## src/csa_pkg.sv

```systemverilog
// Shared constants and types for the control serial port with auxiliary converter sequencing.
package csa_pkg;

  // ----------------------------------------------------------------
  // Timing
  // ----------------------------------------------------------------
  localparam int CLK_PERIOD_NS = 5;
  localparam int AUX_CONV_SETTLE_TIME_NS = 20000;
  localparam int SETTLE_CYC = (AUX_CONV_SETTLE_TIME_NS + CLK_PERIOD_NS - 1) / CLK_PERIOD_NS;
  localparam logic [11:0] SETTLE_LAST = 12'(SETTLE_CYC - 1);
  localparam logic [5:0] DELAY_UNIT_LAST = 6'h2F;

  // ----------------------------------------------------------------
  // Serial frame
  // ----------------------------------------------------------------
  localparam logic [4:0] FRAME_BITS = 5'h15;
  localparam logic [3:0] CHIP_ADDR = 4'h9;
  localparam logic [3:0] RA_READ_REQ = 4'h0;
  localparam logic [3:0] RA_GAIN = 4'h1;
  localparam logic [3:0] RA_FREQ = 4'h2;
  localparam logic [3:0] RA_BURST = 4'h3;
  localparam logic [3:0] RA_ADC_CTRL = 4'h4;
  localparam logic [3:0] RA_RES_FIRST = 4'h5;
  localparam logic [3:0] RA_RES_LAST = 4'h9;
  localparam logic [7:0] GAIN_RST = 8'h85;
  localparam logic [11:0] FREQ_RST = 12'h800;
  localparam logic [3:0] SUB_RAM_ADDR = 4'hB;
  localparam logic [1:0] SUB_RAM_DATA = 2'h3;
  localparam logic [5:0] RAM_USABLE = 6'h30;
  localparam int RAM_DEPTH = 64;
  localparam int NUM_CH = 5;
  // Idle levels of the synchronised pins: frame enable idles high, the rest low.
  localparam logic [5:0] SYNC_RST = 6'h02;

  typedef struct packed {
    logic dummy;
    logic [11:0] data_field;
    logic [3:0] reg_addr_field;
    logic [3:0] dev_addr_field;
  } csa_frame_type;

  // ----------------------------------------------------------------
  // Bus registers
  // ----------------------------------------------------------------
  localparam logic [7:0] WB_CTRL = 8'h00;
  localparam logic [7:0] WB_DELAY = 8'h04;
  localparam logic [7:0] WB_STATUS = 8'h08;
  localparam int CTRL_GAIN_PWR_BIT = 0;
  localparam int CTRL_FREQ_PWR_BIT = 1;
  localparam int CTRL_RAMP_ON_BIT = 2;
  localparam logic [2:0] CTRL_RST = 3'h2;
  localparam logic [11:0] DELAY_RST = 12'h000;

  typedef enum logic [1:0] {ST_IDLE, ST_WAIT_TX, ST_SETTLE, ST_DELAY} csa_state_type;

endpackage

```

## src/csa_ctrl.sv

```systemverilog
// Control serial port, auxiliary DAC control and auxiliary conversion sequencer.
// Notes on behaviour
// - Serial clock and data are ignored while frame enable is high.
// - A frame is 21 bits, MSB first: dummy, 12 data, register, device address.
// - Bits 3..0 device, 7..4 register, 19..8 data, bit 20 dummy.
// - Input sampled on rising serial clock, output changed on falling serial clock.
// - Device address 1001 loads data into addressed register at frame enable rise.
// - Read is two frames: request write, then data shifted out next frame.
// - Ramp curve written into 64x10 RAM; only 48 entries reachable.
// - Gain DAC powered only with standby high and its power-up bit set.
// - Gain DAC write activates it with new code; powered down after reset.
// - Frequency DAC code resets to 800H and is on after reset, subject to standby.
// - Ramp DAC is off after reset.
// - Five 12-bit result registers: input 1 transmit, input 1 other, inputs 2..4.
// - Result read returns contents and schedules a new measurement.
// - Read request sets channel pending flag; cleared when conversion completes.
// - Non-transmit channels convert only while receive burst is low, after settling.
// - Receive burst rising aborts a conversion; restarted once it falls again.
// - Transmit channel waits transmit burst rise, settles plus delay times 48 clocks.
// - Multiplexer routes the selected input onto the receive converter.
// - Read request at address 0000: data 7..4 target, 3..0 subaddress.
// - Gain DAC value register holds 8 bits, reset value 85H.
// - Result registers read-only at 0101..1001 in channel order.
//
// The register offsets and the Wishbone slave port were decided locally.
`timescale 1ns/1ps

module csa_ctrl (
  input wire logic clk_i,
  input wire logic rst_i,
  input wire logic wb_cyc_i,
  input wire logic wb_stb_i,
  input wire logic wb_we_i,
  input wire logic [7:0] wb_adr_i,
  input wire logic [3:0] wb_sel_i,
  input wire logic [31:0] wb_dat_i,
  output logic [31:0] wb_dat_o,
  output logic wb_ack_o,
  input wire logic serial_clock_i,
  input wire logic frame_enable_n_i,
  input wire logic serial_data_in_i,
  output logic serial_data_out_o,
  output logic serial_data_out_oe_o,
  input wire logic aux_standby_in_i,
  input wire logic rx_burst_active_i,
  input wire logic tx_burst_active_i,
  input wire logic [11:0] adc_data_i,
  output logic [2:0] adc_mux_sel_o,
  output logic rx_path_pwr_o,
  output logic [7:0] gain_dac_code_o,
  output logic gain_dac_pwr_o,
  output logic [11:0] freq_dac_code_o,
  output logic freq_dac_pwr_o,
  output logic ramp_dac_pwr_o,
  input wire logic [5:0] ramp_idx_i,
  output logic [9:0] ramp_dac_code_o
);

  // ----------------------------------------------------------------
  // Input synchronisers
  // ----------------------------------------------------------------
  logic [5:0] meta_r;
  logic [5:0] sync_r;
  logic sclk_d_r;
  logic fen_d_r;
  logic tx_d_r;
  wire logic [5:0] async_in = {tx_burst_active_i, rx_burst_active_i, aux_standby_in_i,
                               serial_data_in_i, frame_enable_n_i, serial_clock_i};

  genvar gi;
  generate
    for (gi = 0; gi < 6; gi++) begin : g_sync
      always_ff @(posedge clk_i) begin
        if (rst_i) begin
          // Each flop resets to its pin's idle level, so no false edge follows reset.
          meta_r[gi] <= csa_pkg::SYNC_RST[gi];
          sync_r[gi] <= csa_pkg::SYNC_RST[gi];
        end else begin
          meta_r[gi] <= async_in[gi];
          sync_r[gi] <= meta_r[gi];
        end
      end
    end
  endgenerate

  wire logic sclk_q = sync_r[0];
  wire logic fen_q = sync_r[1];
  wire logic sdi_q = sync_r[2];
  wire logic stby_q = sync_r[3];
  wire logic rx_q = sync_r[4];
  wire logic tx_q = sync_r[5];

  always_ff @(posedge clk_i) begin
    if (rst_i) begin
      sclk_d_r <= 1'b0;
      fen_d_r <= 1'b1;
      tx_d_r <= 1'b0;
    end else begin
      sclk_d_r <= sclk_q;
      fen_d_r <= fen_q;
      tx_d_r <= tx_q;
    end
  end

  wire logic frame_act = ~fen_q;
  wire logic sclk_rise = sclk_q & ~sclk_d_r;
  wire logic sclk_fall = ~sclk_q & sclk_d_r;
  wire logic fen_rise = fen_q & ~fen_d_r;
  wire logic fen_fall = ~fen_q & fen_d_r;
  wire logic tx_rise = tx_q & ~tx_d_r;

  // ----------------------------------------------------------------
  // Serial receive
  // ----------------------------------------------------------------
  logic [20:0] shift_r;
  logic [4:0] bit_cnt_r;
  csa_pkg::csa_frame_type frm;
  assign frm = shift_r;

  always_ff @(posedge clk_i) begin
    if (rst_i || fen_rise) begin
      shift_r <= 21'h00_0000;
      bit_cnt_r <= 5'h00;
    end else if (frame_act && sclk_rise) begin
      shift_r <= {shift_r[19:0], sdi_q};
      if (bit_cnt_r != 5'h1F) begin
        bit_cnt_r <= bit_cnt_r + 5'h01;
      end
    end
  end

  // A frame with any other bit count is dropped whole.
  wire logic wr_fire = fen_rise && (bit_cnt_r == csa_pkg::FRAME_BITS) &&
                       (frm.dev_addr_field == csa_pkg::CHIP_ADDR);
  wire logic [3:0] wr_ra = frm.reg_addr_field;
  wire logic [11:0] wr_data = frm.data_field;
  wire logic wr_req = wr_fire && (wr_ra == csa_pkg::RA_READ_REQ);
  wire logic wr_gain = wr_fire && (wr_ra == csa_pkg::RA_GAIN);
  wire logic wr_freq = wr_fire && (wr_ra == csa_pkg::RA_FREQ);
  wire logic wr_burst = wr_fire && (wr_ra == csa_pkg::RA_BURST);

  // ----------------------------------------------------------------
  // Register block
  // ----------------------------------------------------------------
  logic [7:0] gain_code_r;
  logic gain_act_r;
  logic [11:0] freq_code_r;
  logic [2:0] ctrl_r;
  logic [11:0] delay_r;
  logic [4:0] pend_r;
  logic [11:0] res_r [csa_pkg::NUM_CH];
  logic rd_pend_r;
  logic [3:0] rd_tgt_r;

  always_ff @(posedge clk_i) begin
    if (rst_i) begin
      gain_code_r <= csa_pkg::GAIN_RST;
      gain_act_r <= 1'b0;
      freq_code_r <= csa_pkg::FREQ_RST;
    end else begin
      if (wr_gain) begin
        gain_code_r <= wr_data[7:0];
        gain_act_r <= 1'b1;
      end
      if (wr_freq) begin
        freq_code_r <= wr_data;
      end
    end
  end

  assign gain_dac_code_o = gain_code_r;
  assign freq_dac_code_o = freq_code_r;
  assign gain_dac_pwr_o = stby_q & ctrl_r[csa_pkg::CTRL_GAIN_PWR_BIT] & gain_act_r;
  assign freq_dac_pwr_o = stby_q & ctrl_r[csa_pkg::CTRL_FREQ_PWR_BIT];
  assign ramp_dac_pwr_o = ctrl_r[csa_pkg::CTRL_RAMP_ON_BIT];

  // ----------------------------------------------------------------
  // Ramp curve RAM
  // ----------------------------------------------------------------
  localparam int RAM_DEPTH_L = csa_pkg::RAM_DEPTH;
  logic [9:0] ramp_mem [RAM_DEPTH_L];
  logic [5:0] ram_addr_r;
  wire logic ram_set = wr_burst && (wr_data[11:8] == csa_pkg::SUB_RAM_ADDR);
  wire logic ram_data = wr_burst && (wr_data[11:10] == csa_pkg::SUB_RAM_DATA);
  wire logic ram_we = ram_data && (ram_addr_r < csa_pkg::RAM_USABLE);

  always_ff @(posedge clk_i) begin
    if (rst_i) begin
      ram_addr_r <= 6'h00;
    end else if (ram_set) begin
      ram_addr_r <= wr_data[5:0];
    end else if (ram_we) begin
      ram_addr_r <= ram_addr_r + 6'h01;
    end
  end

  // The RAM keeps no reset so it maps onto plain storage cells.
  always_ff @(posedge clk_i) begin
    if (ram_we) begin
      ramp_mem[ram_addr_r] <= wr_data[9:0];
    end
  end

  always_ff @(posedge clk_i) begin
    if (rst_i) begin
      ramp_dac_code_o <= 10'h000;
    end else begin
      ramp_dac_code_o <= ramp_mem[ramp_idx_i];
    end
  end

  // ----------------------------------------------------------------
  // Read request and serial transmit
  // ----------------------------------------------------------------
  wire logic [3:0] req_tgt = wr_data[7:4];
  wire logic req_res = (req_tgt >= csa_pkg::RA_RES_FIRST) && (req_tgt <= csa_pkg::RA_RES_LAST);
  wire logic [2:0] req_ch = 3'(req_tgt - csa_pkg::RA_RES_FIRST);
  wire logic [4:0] req_set = (wr_req && req_res) ? 5'(5'h01 << req_ch) : 5'h00;
  wire logic tgt_res = (rd_tgt_r >= csa_pkg::RA_RES_FIRST) &&
                       (rd_tgt_r <= csa_pkg::RA_RES_LAST);
  wire logic [2:0] tgt_ch = 3'(rd_tgt_r - csa_pkg::RA_RES_FIRST);
  wire logic [11:0] rd_data = (rd_tgt_r == csa_pkg::RA_GAIN) ? {4'h0, gain_code_r} :
                              (rd_tgt_r == csa_pkg::RA_FREQ) ? freq_code_r :
                              (rd_tgt_r == csa_pkg::RA_ADC_CTRL) ? {7'h00, pend_r} :
                              tgt_res ? res_r[tgt_ch] : 12'h000;
  logic [20:0] out_sh_r;
  logic rd_act_r;

  always_ff @(posedge clk_i) begin
    if (rst_i) begin
      rd_pend_r <= 1'b0;
      rd_tgt_r <= 4'h0;
      rd_act_r <= 1'b0;
      out_sh_r <= 21'h00_0000;
    end else begin
      if (wr_req) begin
        rd_pend_r <= 1'b1;
        rd_tgt_r <= req_tgt;
      end else if (fen_fall && rd_pend_r) begin
        rd_pend_r <= 1'b0;
      end
      if (fen_fall && rd_pend_r) begin
        rd_act_r <= 1'b1;
        out_sh_r <= {1'b0, rd_data, rd_tgt_r, csa_pkg::CHIP_ADDR};
      end else if (fen_rise) begin
        rd_act_r <= 1'b0;
      end else if (frame_act && sclk_fall && bit_cnt_r != 5'h00) begin
        out_sh_r <= {out_sh_r[19:0], 1'b0};
      end
    end
  end

  assign serial_data_out_o = out_sh_r[20];
  assign serial_data_out_oe_o = rd_act_r & frame_act;

  // ----------------------------------------------------------------
  // Conversion sequencer
  // ----------------------------------------------------------------
  csa_pkg::csa_state_type st_r;
  logic [2:0] chan_r;
  logic [11:0] cnt_r;
  logic [5:0] pre_r;
  logic [11:0] unit_r;
  // Receive-slot channels go first, but once a transmit-slot request enters ST_WAIT_TX they wait for the transmit burst rise.
  wire logic [2:0] next_ch = pend_r[1] ? 3'h1 : pend_r[2] ? 3'h2 : pend_r[3] ? 3'h3 :
                             pend_r[4] ? 3'h4 : 3'h0;
  wire logic rx_free = |pend_r[4:1] && !rx_q;
  wire logic settled = (st_r == csa_pkg::ST_SETTLE) && (cnt_r == csa_pkg::SETTLE_LAST);
  wire logic unit_end = pre_r == csa_pkg::DELAY_UNIT_LAST;
  wire logic abort = (st_r == csa_pkg::ST_SETTLE) && (chan_r != 3'h0) && rx_q;
  wire logic done = stby_q && !abort &&
                    ((settled && (chan_r != 3'h0 || delay_r == 12'h000)) ||
                     ((st_r == csa_pkg::ST_DELAY) && unit_end && unit_r == delay_r - 12'h001));
  wire logic [4:0] clr_vec = done ? 5'(5'h01 << chan_r) : 5'h00;

  // A request landing in the completion cycle keeps its flag.
  always_ff @(posedge clk_i) begin
    if (rst_i) begin
      pend_r <= 5'h00;
    end else begin
      pend_r <= (pend_r & ~clr_vec) | req_set;
    end
  end

  // The sequencer holds while standby is low, as the master clock is then off.
  always_ff @(posedge clk_i) begin
    if (rst_i) begin
      st_r <= csa_pkg::ST_IDLE;
      chan_r <= 3'h0;
      cnt_r <= 12'h000;
      pre_r <= 6'h00;
      unit_r <= 12'h000;
    end else if (stby_q) begin
      case (st_r)
        csa_pkg::ST_IDLE: begin
          cnt_r <= 12'h000;
          pre_r <= 6'h00;
          unit_r <= 12'h000;
          if (rx_free) begin
            chan_r <= next_ch;
            st_r <= csa_pkg::ST_SETTLE;
          end else if (pend_r[0]) begin
            chan_r <= 3'h0;
            st_r <= csa_pkg::ST_WAIT_TX;
          end
        end
        csa_pkg::ST_WAIT_TX: begin
          if (tx_rise) begin
            st_r <= csa_pkg::ST_SETTLE;
          end
        end
        csa_pkg::ST_SETTLE: begin
          cnt_r <= cnt_r + 12'h001;
          if (abort || done) begin
            st_r <= csa_pkg::ST_IDLE;
          end else if (settled) begin
            st_r <= csa_pkg::ST_DELAY;
          end
        end
        csa_pkg::ST_DELAY: begin
          pre_r <= unit_end ? 6'h00 : pre_r + 6'h01;
          if (unit_end) begin
            unit_r <= unit_r + 12'h001;
          end
          if (done) begin
            st_r <= csa_pkg::ST_IDLE;
          end
        end
        default: begin
          st_r <= csa_pkg::ST_IDLE;
        end
      endcase
    end
  end

  always_ff @(posedge clk_i) begin
    if (rst_i) begin
      for (int i = 0; i < csa_pkg::NUM_CH; i++) begin
        res_r[i] <= 12'h000;
      end
    end else if (done) begin
      res_r[chan_r] <= adc_data_i;
    end
  end

  assign rx_path_pwr_o = (st_r == csa_pkg::ST_SETTLE) || (st_r == csa_pkg::ST_DELAY);
  assign adc_mux_sel_o = chan_r;

  // ----------------------------------------------------------------
  // Wishbone slave
  // ----------------------------------------------------------------
  logic ack_r;
  logic [31:0] rdat_r;
  wire logic wb_req = wb_cyc_i & wb_stb_i & ~ack_r;
  wire logic hit_ctrl = wb_adr_i == csa_pkg::WB_CTRL;
  wire logic hit_delay = wb_adr_i == csa_pkg::WB_DELAY;
  wire logic hit_stat = wb_adr_i == csa_pkg::WB_STATUS;
  wire logic wb_wr = wb_req & wb_we_i;
  wire logic [31:0] rd_mux = hit_ctrl ? {29'h0000_0000, ctrl_r} :
                             hit_delay ? {20'h0_0000, delay_r} :
                             hit_stat ? {25'h000_0000, rd_pend_r, st_r != csa_pkg::ST_IDLE, pend_r} :
                             32'h0000_0000;

  always_ff @(posedge clk_i) begin
    if (rst_i) begin
      ack_r <= 1'b0;
      rdat_r <= 32'h0000_0000;
      ctrl_r <= csa_pkg::CTRL_RST;
      delay_r <= csa_pkg::DELAY_RST;
    end else begin
      ack_r <= wb_req;
      rdat_r <= (wb_req && !wb_we_i) ? rd_mux : 32'h0000_0000;
      if (wb_wr && hit_ctrl && wb_sel_i[0]) begin
        ctrl_r <= wb_dat_i[2:0];
      end
      if (wb_wr && hit_delay && wb_sel_i[0]) begin
        delay_r[7:0] <= wb_dat_i[7:0];
      end
      if (wb_wr && hit_delay && wb_sel_i[1]) begin
        delay_r[11:8] <= wb_dat_i[11:8];
      end
    end
  end

  assign wb_ack_o = ack_r;
  assign wb_dat_o = rdat_r;
endmodule

```

## config.mk

```make
export PLATFORM = sky130hd
export DESIGN_NAME = csa_ctrl
export DESIGN_NICKNAME = d
export VERILOG_FILES = /design/src/csa_pkg.sv /design/src/csa_ctrl.sv
export SDC_FILE = /design/constraint.sdc
export NUM_CORES = 1
export LEC_CHECK = 0
export BUFFER_PORTS_ARGS = -buffer_cell sky130_fd_sc_hd__buf_2
export CAP_MARGIN = 5
export CELL_PAD_IN_SITES_DETAIL_PLACEMENT = 0
export CELL_PAD_IN_SITES_GLOBAL_PLACEMENT = 2
export CORE_MARGIN = 2
export CORE_UTILIZATION = 30
export DETAILED_ROUTE_END_ITERATION = 7
export PLACE_DENSITY_LB_ADDON = 0.1
export SYNTH_ARGS = -nofsm -noshare
export SYNTH_HDL_FRONTEND = slang
export SYNTH_SLANG_ARGS = --single-unit
```

## constraint.sdc

```tcl
create_clock -name clk_i -period 5.15 [get_ports clk_i]
set_clock_uncertainty 0.1 [all_clocks]
set_input_delay 0.2575 -clock clk_i [delete_from_list [all_inputs] [get_ports clk_i]]
set_output_delay 0.2575 -clock clk_i [all_outputs]
set_load 0.03 [all_outputs]
```

==> results_dict.tcl, run 1 <==
set metrics [dict create \
    outcome "completed" \
    critPathSlowestCell "nor3_2" \
    crit_fanout 14 \
    cts_root_buf "clkbuf_16" \
    cts_tree "done" \
    totalWireLength_um 92600 \
    cts_resized 0 \
    final_max_slew_viol_count 0 \
    yosys.area.top_type "edfxtp_1" \
    gp_congestion 0.721 \
    ys.warnings.count 0 \
    antenna_found_initial 7 \
    p_leak_nw 14.8 \
    dpl.hpwl_um 55900 \
    htreeDepth 3 \
    async_flop_share_pct 0 \
    yosysTopAreaCellShare_pct 60.2 \
    post-cts-setup-buffers 0 \
    max-slew-margin-rel_pct 18.7 \
    clock-sinks 908 \
    ir_drop_uv 274 \
    grt_util_all_layers_pct 14.8 \
    vias_per_cell 4.66 \
    dieArea_um2 125000 \
    initial_utilization_pct 30.2 \
    syn_inst 2136 \
    cpPeakStageDelay_ns 0.61 \
    cp.buffers_inverters 2 \
    drc 0 \
    die_w_um 354 \
    final.period_utilization_pct 77.6 \
    power-per-cell-area_nw_per_um2 360 \
    synth_common_cells "736 x edfxtp_1, 234 x mux4_2, 172 x dfxtp_1" \
    critPathKind "reg2reg" \
    pwr-share-seq_pct 50.5 \
    ant_nets 0 \
    maxCapViolCount 0 \
    hold_violations 0 \
    grt_overflow_total 0 \
    fin_tns_setup_ns 0 \
    path_clk_slew_ns 0.06 \
    clkPwrFrac_pct 45.7 \
    ys_seq_area_share_pct 69.6 \
    netlist-cell-type-count 76 \
    cts_max_path_buffers 3 \
    synth_most_common_cell "edfxtp_1" \
    synth_area_leaders "edfxtp_1 60%, mux4_2 14%, dfxtp_1 9.4%" \
    cts_made_buffers 105 \
    vias 19600 \
    io_pins 145 \
    end_kind "register" \
    insertion_delay_ns 0.69 \
    start_kind "register" \
    synth_edf_count 736 \
    fin_crit_ns 4.00 \
    max_freq_mhz 250 \
    core-area_um2 122000 \
    p_sw_share_pct 21.5 \
    synthFlopType "edfxtp_1" \
    holdBufCountCts 47 \
    drive_above_1_share_pct 24.5 \
    netlist_area_um2 36700 \
    worstPathCellList "inv_1 -> ha_1 -> nor3_1 -> a41o_1 -> o21ai_0 -> o22ai_1 -> a41o_4 -> nand4_4 -> nor3_2 -> buf_4" \
    avgRoutedWirePerCell_um 22.0 \
    initialDrtViolationCount 1242 \
    hold_path_class "in2reg" \
    area_delta_synth_final_pct 19.2 \
    drt-pass1-iter-count 7 \
    setup_violations 0 \
    finalCoreUtilization_pct 36.0 \
    portBuffers 102 \
    grt_pass1_vias 20600 \
    fp-row-count 128 \
    synth.avg_cell_area_um2 17.2 \
    grt_pass1_wl_um 137000 \
    cp_top_family "simple AND/OR/NAND/NOR gates" \
    p_comb_share_pct 3.8 \
    grt_max_degree 76 \
    crit_required_ns 5.43 \
    rsz0062_at_grt "no" \
    tightestPinTransition_ns 1.21 \
    dieHeight_um 354 \
    power_switching_w 0.00338 \
    nets 2586 \
    worstPathArrival_ns 4.28 \
    internal-power_w 0.0124 \
    synth-seq-cells 908 \
]
-- state kept, by name (all words and copies together) (netlist names), 20 cells and up --
name / cells
res_r: 96
ramp_mem: 640
out_sh_r: 21
frm: 20
-- path summary, 6_finish.rpt --
path              startpoint           to  slack (ns)  depth (start not counted)
setup / recovery  delay_r[0]  res_r[7][6]        1.15                         10
hold / removal         rst_i  delay_r[11]        0.03                          2
setup reg to reg  delay_r[0]  res_r[7][6]        1.15                         10
hold reg to reg    meta_r[1]        fen_q        0.31                          1
-- cell usage in the layout (no fill, tap or decap), types with 11 or more instances in the layout --
cell / instances
a211oi_1: 22
a21oi_1: 69
a22oi_1: 12
and2_1: 33
buf_2: 98
buf_4: 66
clkbuf_1: 28
clkbuf_16: 107
clkinv_1: 25
clkinv_2: 15
conb_1: 180
dfxtp_1: 161
dfxtp_2: 11
dlygate4sd3_1: 47
edfxtp_1: 736
ha_1: 17
inv_1: 38
mux2_2: 17
mux2i_1: 52
mux4_2: 234
nand2_1: 97
nand3_1: 22
nand3b_1: 12
nand4_1: 18
nor2_1: 165
nor2b_1: 17
nor3_1: 44
nor3_2: 29
o21ai_0: 22
or3_1: 12
xnor2_1: 19
xor2_1: 17
-- metrics by stage --
stage | worst slack (ns) | power, W | hold slack [ns] | cells | instance area, um2
final | 1.15 | 0.0158 | 0.0302 | 4211 | 43700
after global routing | 0.856 | 0.0163 | 0.0755 | 4210 | 43700
after CTS | 1.10 | 0.0160 | 0.0393 | 4210 | 43700
after detailed placement | 1.10 | 0.00870 | 0.303 | 3967 | 39900
after global placement | 1.19 | 0.00870 | 0.296 | 3967 | 39900
after floorplan | 1.49 | 0.00850 | 0.241 | 2315 | 37400
-- power by group through the flow --
| stage | clock, W | sequential, W | combinational (W) |
|---|---|---|---|
| after floorplan | 0 | 0.00812 | 0.000388 |
| after global placement | 0 | 0.00810 | 0.000594 |
| after detailed placement | 0 | 0.00811 | 0.000595 |
| after CTS | 0.00747 | 0.00795 | 0.000618 |
| after global routing | 0.00773 | 0.00796 | 0.000651 |
| final | 0.00721 | 0.00795 | 0.000598 |
-- layer usage --
| metal | track usage (%) | share of wire [%] | routed length [um] | vias up |
|---|---|---|---|---|
| met4 | 4.00 | 2.3 | 2110 | 0 |
| met5 | 0 | 0 | 0 | - |
| li1 | - | - | - | 8944 |
| met2 | 25.1 | 50 | 45900 | 373 |
| met1 | 19.5 | 44 | 41000 | 10200 |
| met3 | 2.61 | 3.9 | 3610 | 134 |
-- logic make-up (layout without fill, tap and decap cells) --
group | Yosys count | count (layout) | synth area share [%]
fa+ha+maj | 17 | 17 | 0.580
compound gates | 176 | 176 | 3.08
buf+inv | 183 | 453 | 2.22
mux | 303 | 303 | 16.3
flops | 908 | 908 | 69.6
xor+xnor | 37 | 37 | 0.883
other cells | 1 | 181 | 0.0102
simple gates | 511 | 511 | 7.33
-- cell type report --
type                            count  area, um2
Clock inverter                     53        460
Tap cell                         1625       2030
Fill cell                       11600      77800
Clock buffer                      143       2890
Multi-Input combinational cell   1224      11100
Sequential cell                   908      25600
Timing Repair Buffer              218       1580
Antenna cell                        1       2.50
Inverter                           39        146
No activity file was read; power rests on OpenSTA's default activity.
==> inputs of run 2 (changes only) <==
--- a/config.mk
+++ b/config.mk
@@ -5,6 +5,7 @@
 export SDC_FILE = /design/constraint.sdc
 export NUM_CORES = 1
 export LEC_CHECK = 0
+export ABC_AREA = 1
 export BUFFER_PORTS_ARGS = -buffer_cell sky130_fd_sc_hd__buf_2
 export CAP_MARGIN = 5
 export CELL_PAD_IN_SITES_DETAIL_PLACEMENT = 0
==> constraint.sdc (replaced) <==
create_clock -name clk_i -period 3.7 [get_ports clk_i]
set_clock_uncertainty 0.1 [all_clocks]
set_input_delay 0.185 -clock clk_i [delete_from_list [all_inputs] [get_ports clk_i]]
set_output_delay 0.185 -clock clk_i [all_outputs]
set_load 0.03 [all_outputs]
==> run 2 against run 1 <==
Area after synthesis increased by 0.46%. Cell area is 1.7% higher. Count of clock-buffer cells in the layout down 3. Total power rose by 41%. Register-to-register slack got worse by 0.53 ns. Clock power up 41%. First-iteration DRC count up 38%. Sequential share of layout area decreased by 1.0 points. Hold slack improved by 0.012 ns. Via count increased by 31%.
==> results_dict.tcl, run 2 <==
set metrics [dict create \
    vias_per_cell 4.83 \
    synth.avg_cell_area_um2 11.5 \
    hold_path_class "in2reg" \
    worstPathArrival_ns 3.99 \
    hold_violations 0 \
    power-per-cell-area_nw_per_um2 501 \
    totalWireLength_um 111000 \
    final.period_utilization_pct 94.0 \
    num-fill-cells 12100 \
    setup_violations 0 \
    netlist-cell-type-count 51 \
    ff_latch_area_um2 25600 \
    fp-row-count 128 \
    ys_seq_area_share_pct 69.3 \
    nets 3688 \
    synth_edf_count 736 \
    core-area_um2 122000 \
    htreeDepth 3 \
    async_flop_share_pct 0 \
    ant_nets 0 \
    cts_tree "done" \
    grt_max_degree 125 \
    crit_required_ns 4.21 \
    dieArea_um2 126000 \
    r2r_end "ramp_mem[18][4]" \
    synth-seq-cells 908 \
    grt_util_all_layers_pct 17.4 \
    syn_inst 3213 \
    path_clk_slew_ns 0.06 \
    final_max_slew_viol_count 0 \
    rsz0062_at_grt "no" \
    cts_made_buffers 103 \
    initial_utilization_pct 30.3 \
    multi_input_area_um2 10400 \
    cts_root_buf "clkbuf_16" \
    dieHeight_um 355 \
    netlist_area_um2 36900 \
    final_common_cell "edfxtp_1" \
    hold_end "wb_dat_o[1]" \
    cts_max_path_buffers 3 \
    drc 0 \
    clock-sinks 908 \
    io_pins 145 \
    ir_drop_uv 366 \
    grt_pass1_wl_um 165000 \
    synth_area_leaders "edfxtp_1 60%, dfxtp_1 9.3%, o21ai_0 6.6%" \
    min_from "wb_adr_i[0]" \
    ys.warnings.count 0 \
    max_flop_register "ramp_mem" \
    final_cell_area_um2 44500 \
    drive_above_1_share_pct 11.8 \
    min_path_cells 6 \
    final_cell_mix "736 x edfxtp_1, 620 x nor2_1, 484 x o21ai_0, 180 x conb_1, 177 x nand2_1" \
    p_leak_nw 14.9 \
    fin_crit_ns 3.48 \
    crit_fanout 12 \
    synth_most_common_cell "edfxtp_1" \
    area_delta_synth_final_pct 20.7 \
    portBuffers 102 \
    largest_reg_flops 640 \
    maxCapViolCount 0 \
    gp_congestion 0.795 \
    drt-pass1-iter-count 5 \
    max-slew-margin-rel_pct 32.9 \
    start_kind "input pin" \
    avgRoutedWirePerCell_um 20.9 \
    rr_worst_depth 12 \
    initialDrtViolationCount 1717 \
    insertion_delay_ns 0.69 \
    die_w_um 355 \
    critPathKind "in2reg" \
    max_freq_mhz 287 \
    yosys.area.top_type "edfxtp_1" \
    grt_pass1_vias 26100 \
    reg_top3 "ramp_mem (640), res_r (96), out_sh_r (21)" \
    synthFlopType "edfxtp_1" \
    fin_tns_setup_ns 0 \
    antenna_found_initial 1 \
    synth_common_cells "736 x edfxtp_1, 621 x nor2_1, 484 x o21ai_0" \
    outcome "completed" \
    tightestPinTransition_ns 1.01 \
    r2r_slack_ns 0.62 \
    vias 25600 \
    grt_overflow_total 0 \
    dpl.hpwl_um 66800 \
    yosysTopAreaCellShare_pct 59.9 \
    place_area_um2 40400 \
    end_kind "register" \
    r2r-start "bit_cnt_r[0]" \
]
## run 2: cell count changes in the layout (fill, tap and decap cells not counted), sizes merged, moves of 41 or more
cell,previous run,this run
mux2i,52,0
nand3,22,156
buf,171,234
o21ai,27,488
mux4,234,0
o22ai,2,52
inv,39,171
a21oi,69,110
nor2,170,630
nand2,97,183
o221ai,1,137
nor3,73,28
## run 2: kinds of logic after synthesis
logic type               synth area share [%]
AND/OR/NAND/NOR                          11.8
flip-flops                               69.3
AO/OA/AOI/OAI                            13.7
buffers and inverters                    4.31
adder cells (fa/ha/maj)                 0.577
XOR/XNOR                                0.356
other                                  0.0102
## run 2: stage by stage
step                      std cells  hold slack (ns)  util (%)  worst slack (ns)  power, W
after CTS                      5306          0.00117      36.5             0.159    0.0226
final                          5308           0.0423      36.5             0.220    0.0223
after global routing           5307           0.0465      36.5            0.0296    0.0231
after global placement         5043            0.275      33.1             0.684    0.0123
after floorplan                3392            0.184         -             0.368    0.0119
after detailed placement       5043            0.275      33.1             0.587    0.0123
## run 2: worst max path at each step
stage | startpoint | end | slack [ns] | cells after the start
floorplan | delay_r[0] | res_r[5][0] | 0.37 | 15
global placement | delay_r[0] | res_r[5][7] | 0.68 | 17
detailed placement | bit_cnt_r[0] | ramp_mem[18][6] | 0.59 | 12
CTS | wb_adr_i[6] | delay_r[4] | 0.16 | 13
global route | wb_adr_i[6] | delay_r[10] | 0.03 | 13
finish | wb_adr_i[6] | delay_r[11] | 0.22 | 13
## run 2: critical path, stage by stage
cell           delay [ns]
dlygate4sd3_1        0.53
buf_2                0.12
nor4_1               0.15
dlygate4sd3_1        0.59
inv_1                0.06
nor4_4               0.13
buf_4                0.19
nand3_1              0.38
nor2_2               0.29
nand2_1              0.08
dlygate4sd3_1        0.57
a21oi_1              0.16
dlygate4sd3_1        0.56
## run 2: per-layer routing
metal	track usage (%)	part of all wire, %	up-vias
met5	0	0	-
met4	5.41	2.9	0
met3	2.60	4.1	167
met2	30.2	49	558
met1	22.4	44	12700
li1	-	-	12300
## run 2: repair_timing
| item | CTS | global route |
|---|---|---|
| hold endpoints to repair | 147 | 0 |
| setup endpoints to repair | 0 | 7 |
| setup buffers | 0 | 1 |
| hold buffers | 74 | 0 |
| gates resized for setup | 0 | 2 |
## run 2: cell type report
type                    instances  area share [%]
multi-input cells            2101            23.5
inverters                     176            1.51
well taps                    1625            4.57
diodes                          1         0.00562
clock buffers                 140            6.50
repair buffers                308            5.42
clock inverters                49            1.08
flip-flops and latches        908            57.4
## run 2: power breakdown
group          leakage, nW  internal (W)  switching, W
registers             7.57        0.0111     0.0000433
logic                 5.66      0.000282      0.000701
clock network         1.66       0.00607       0.00411
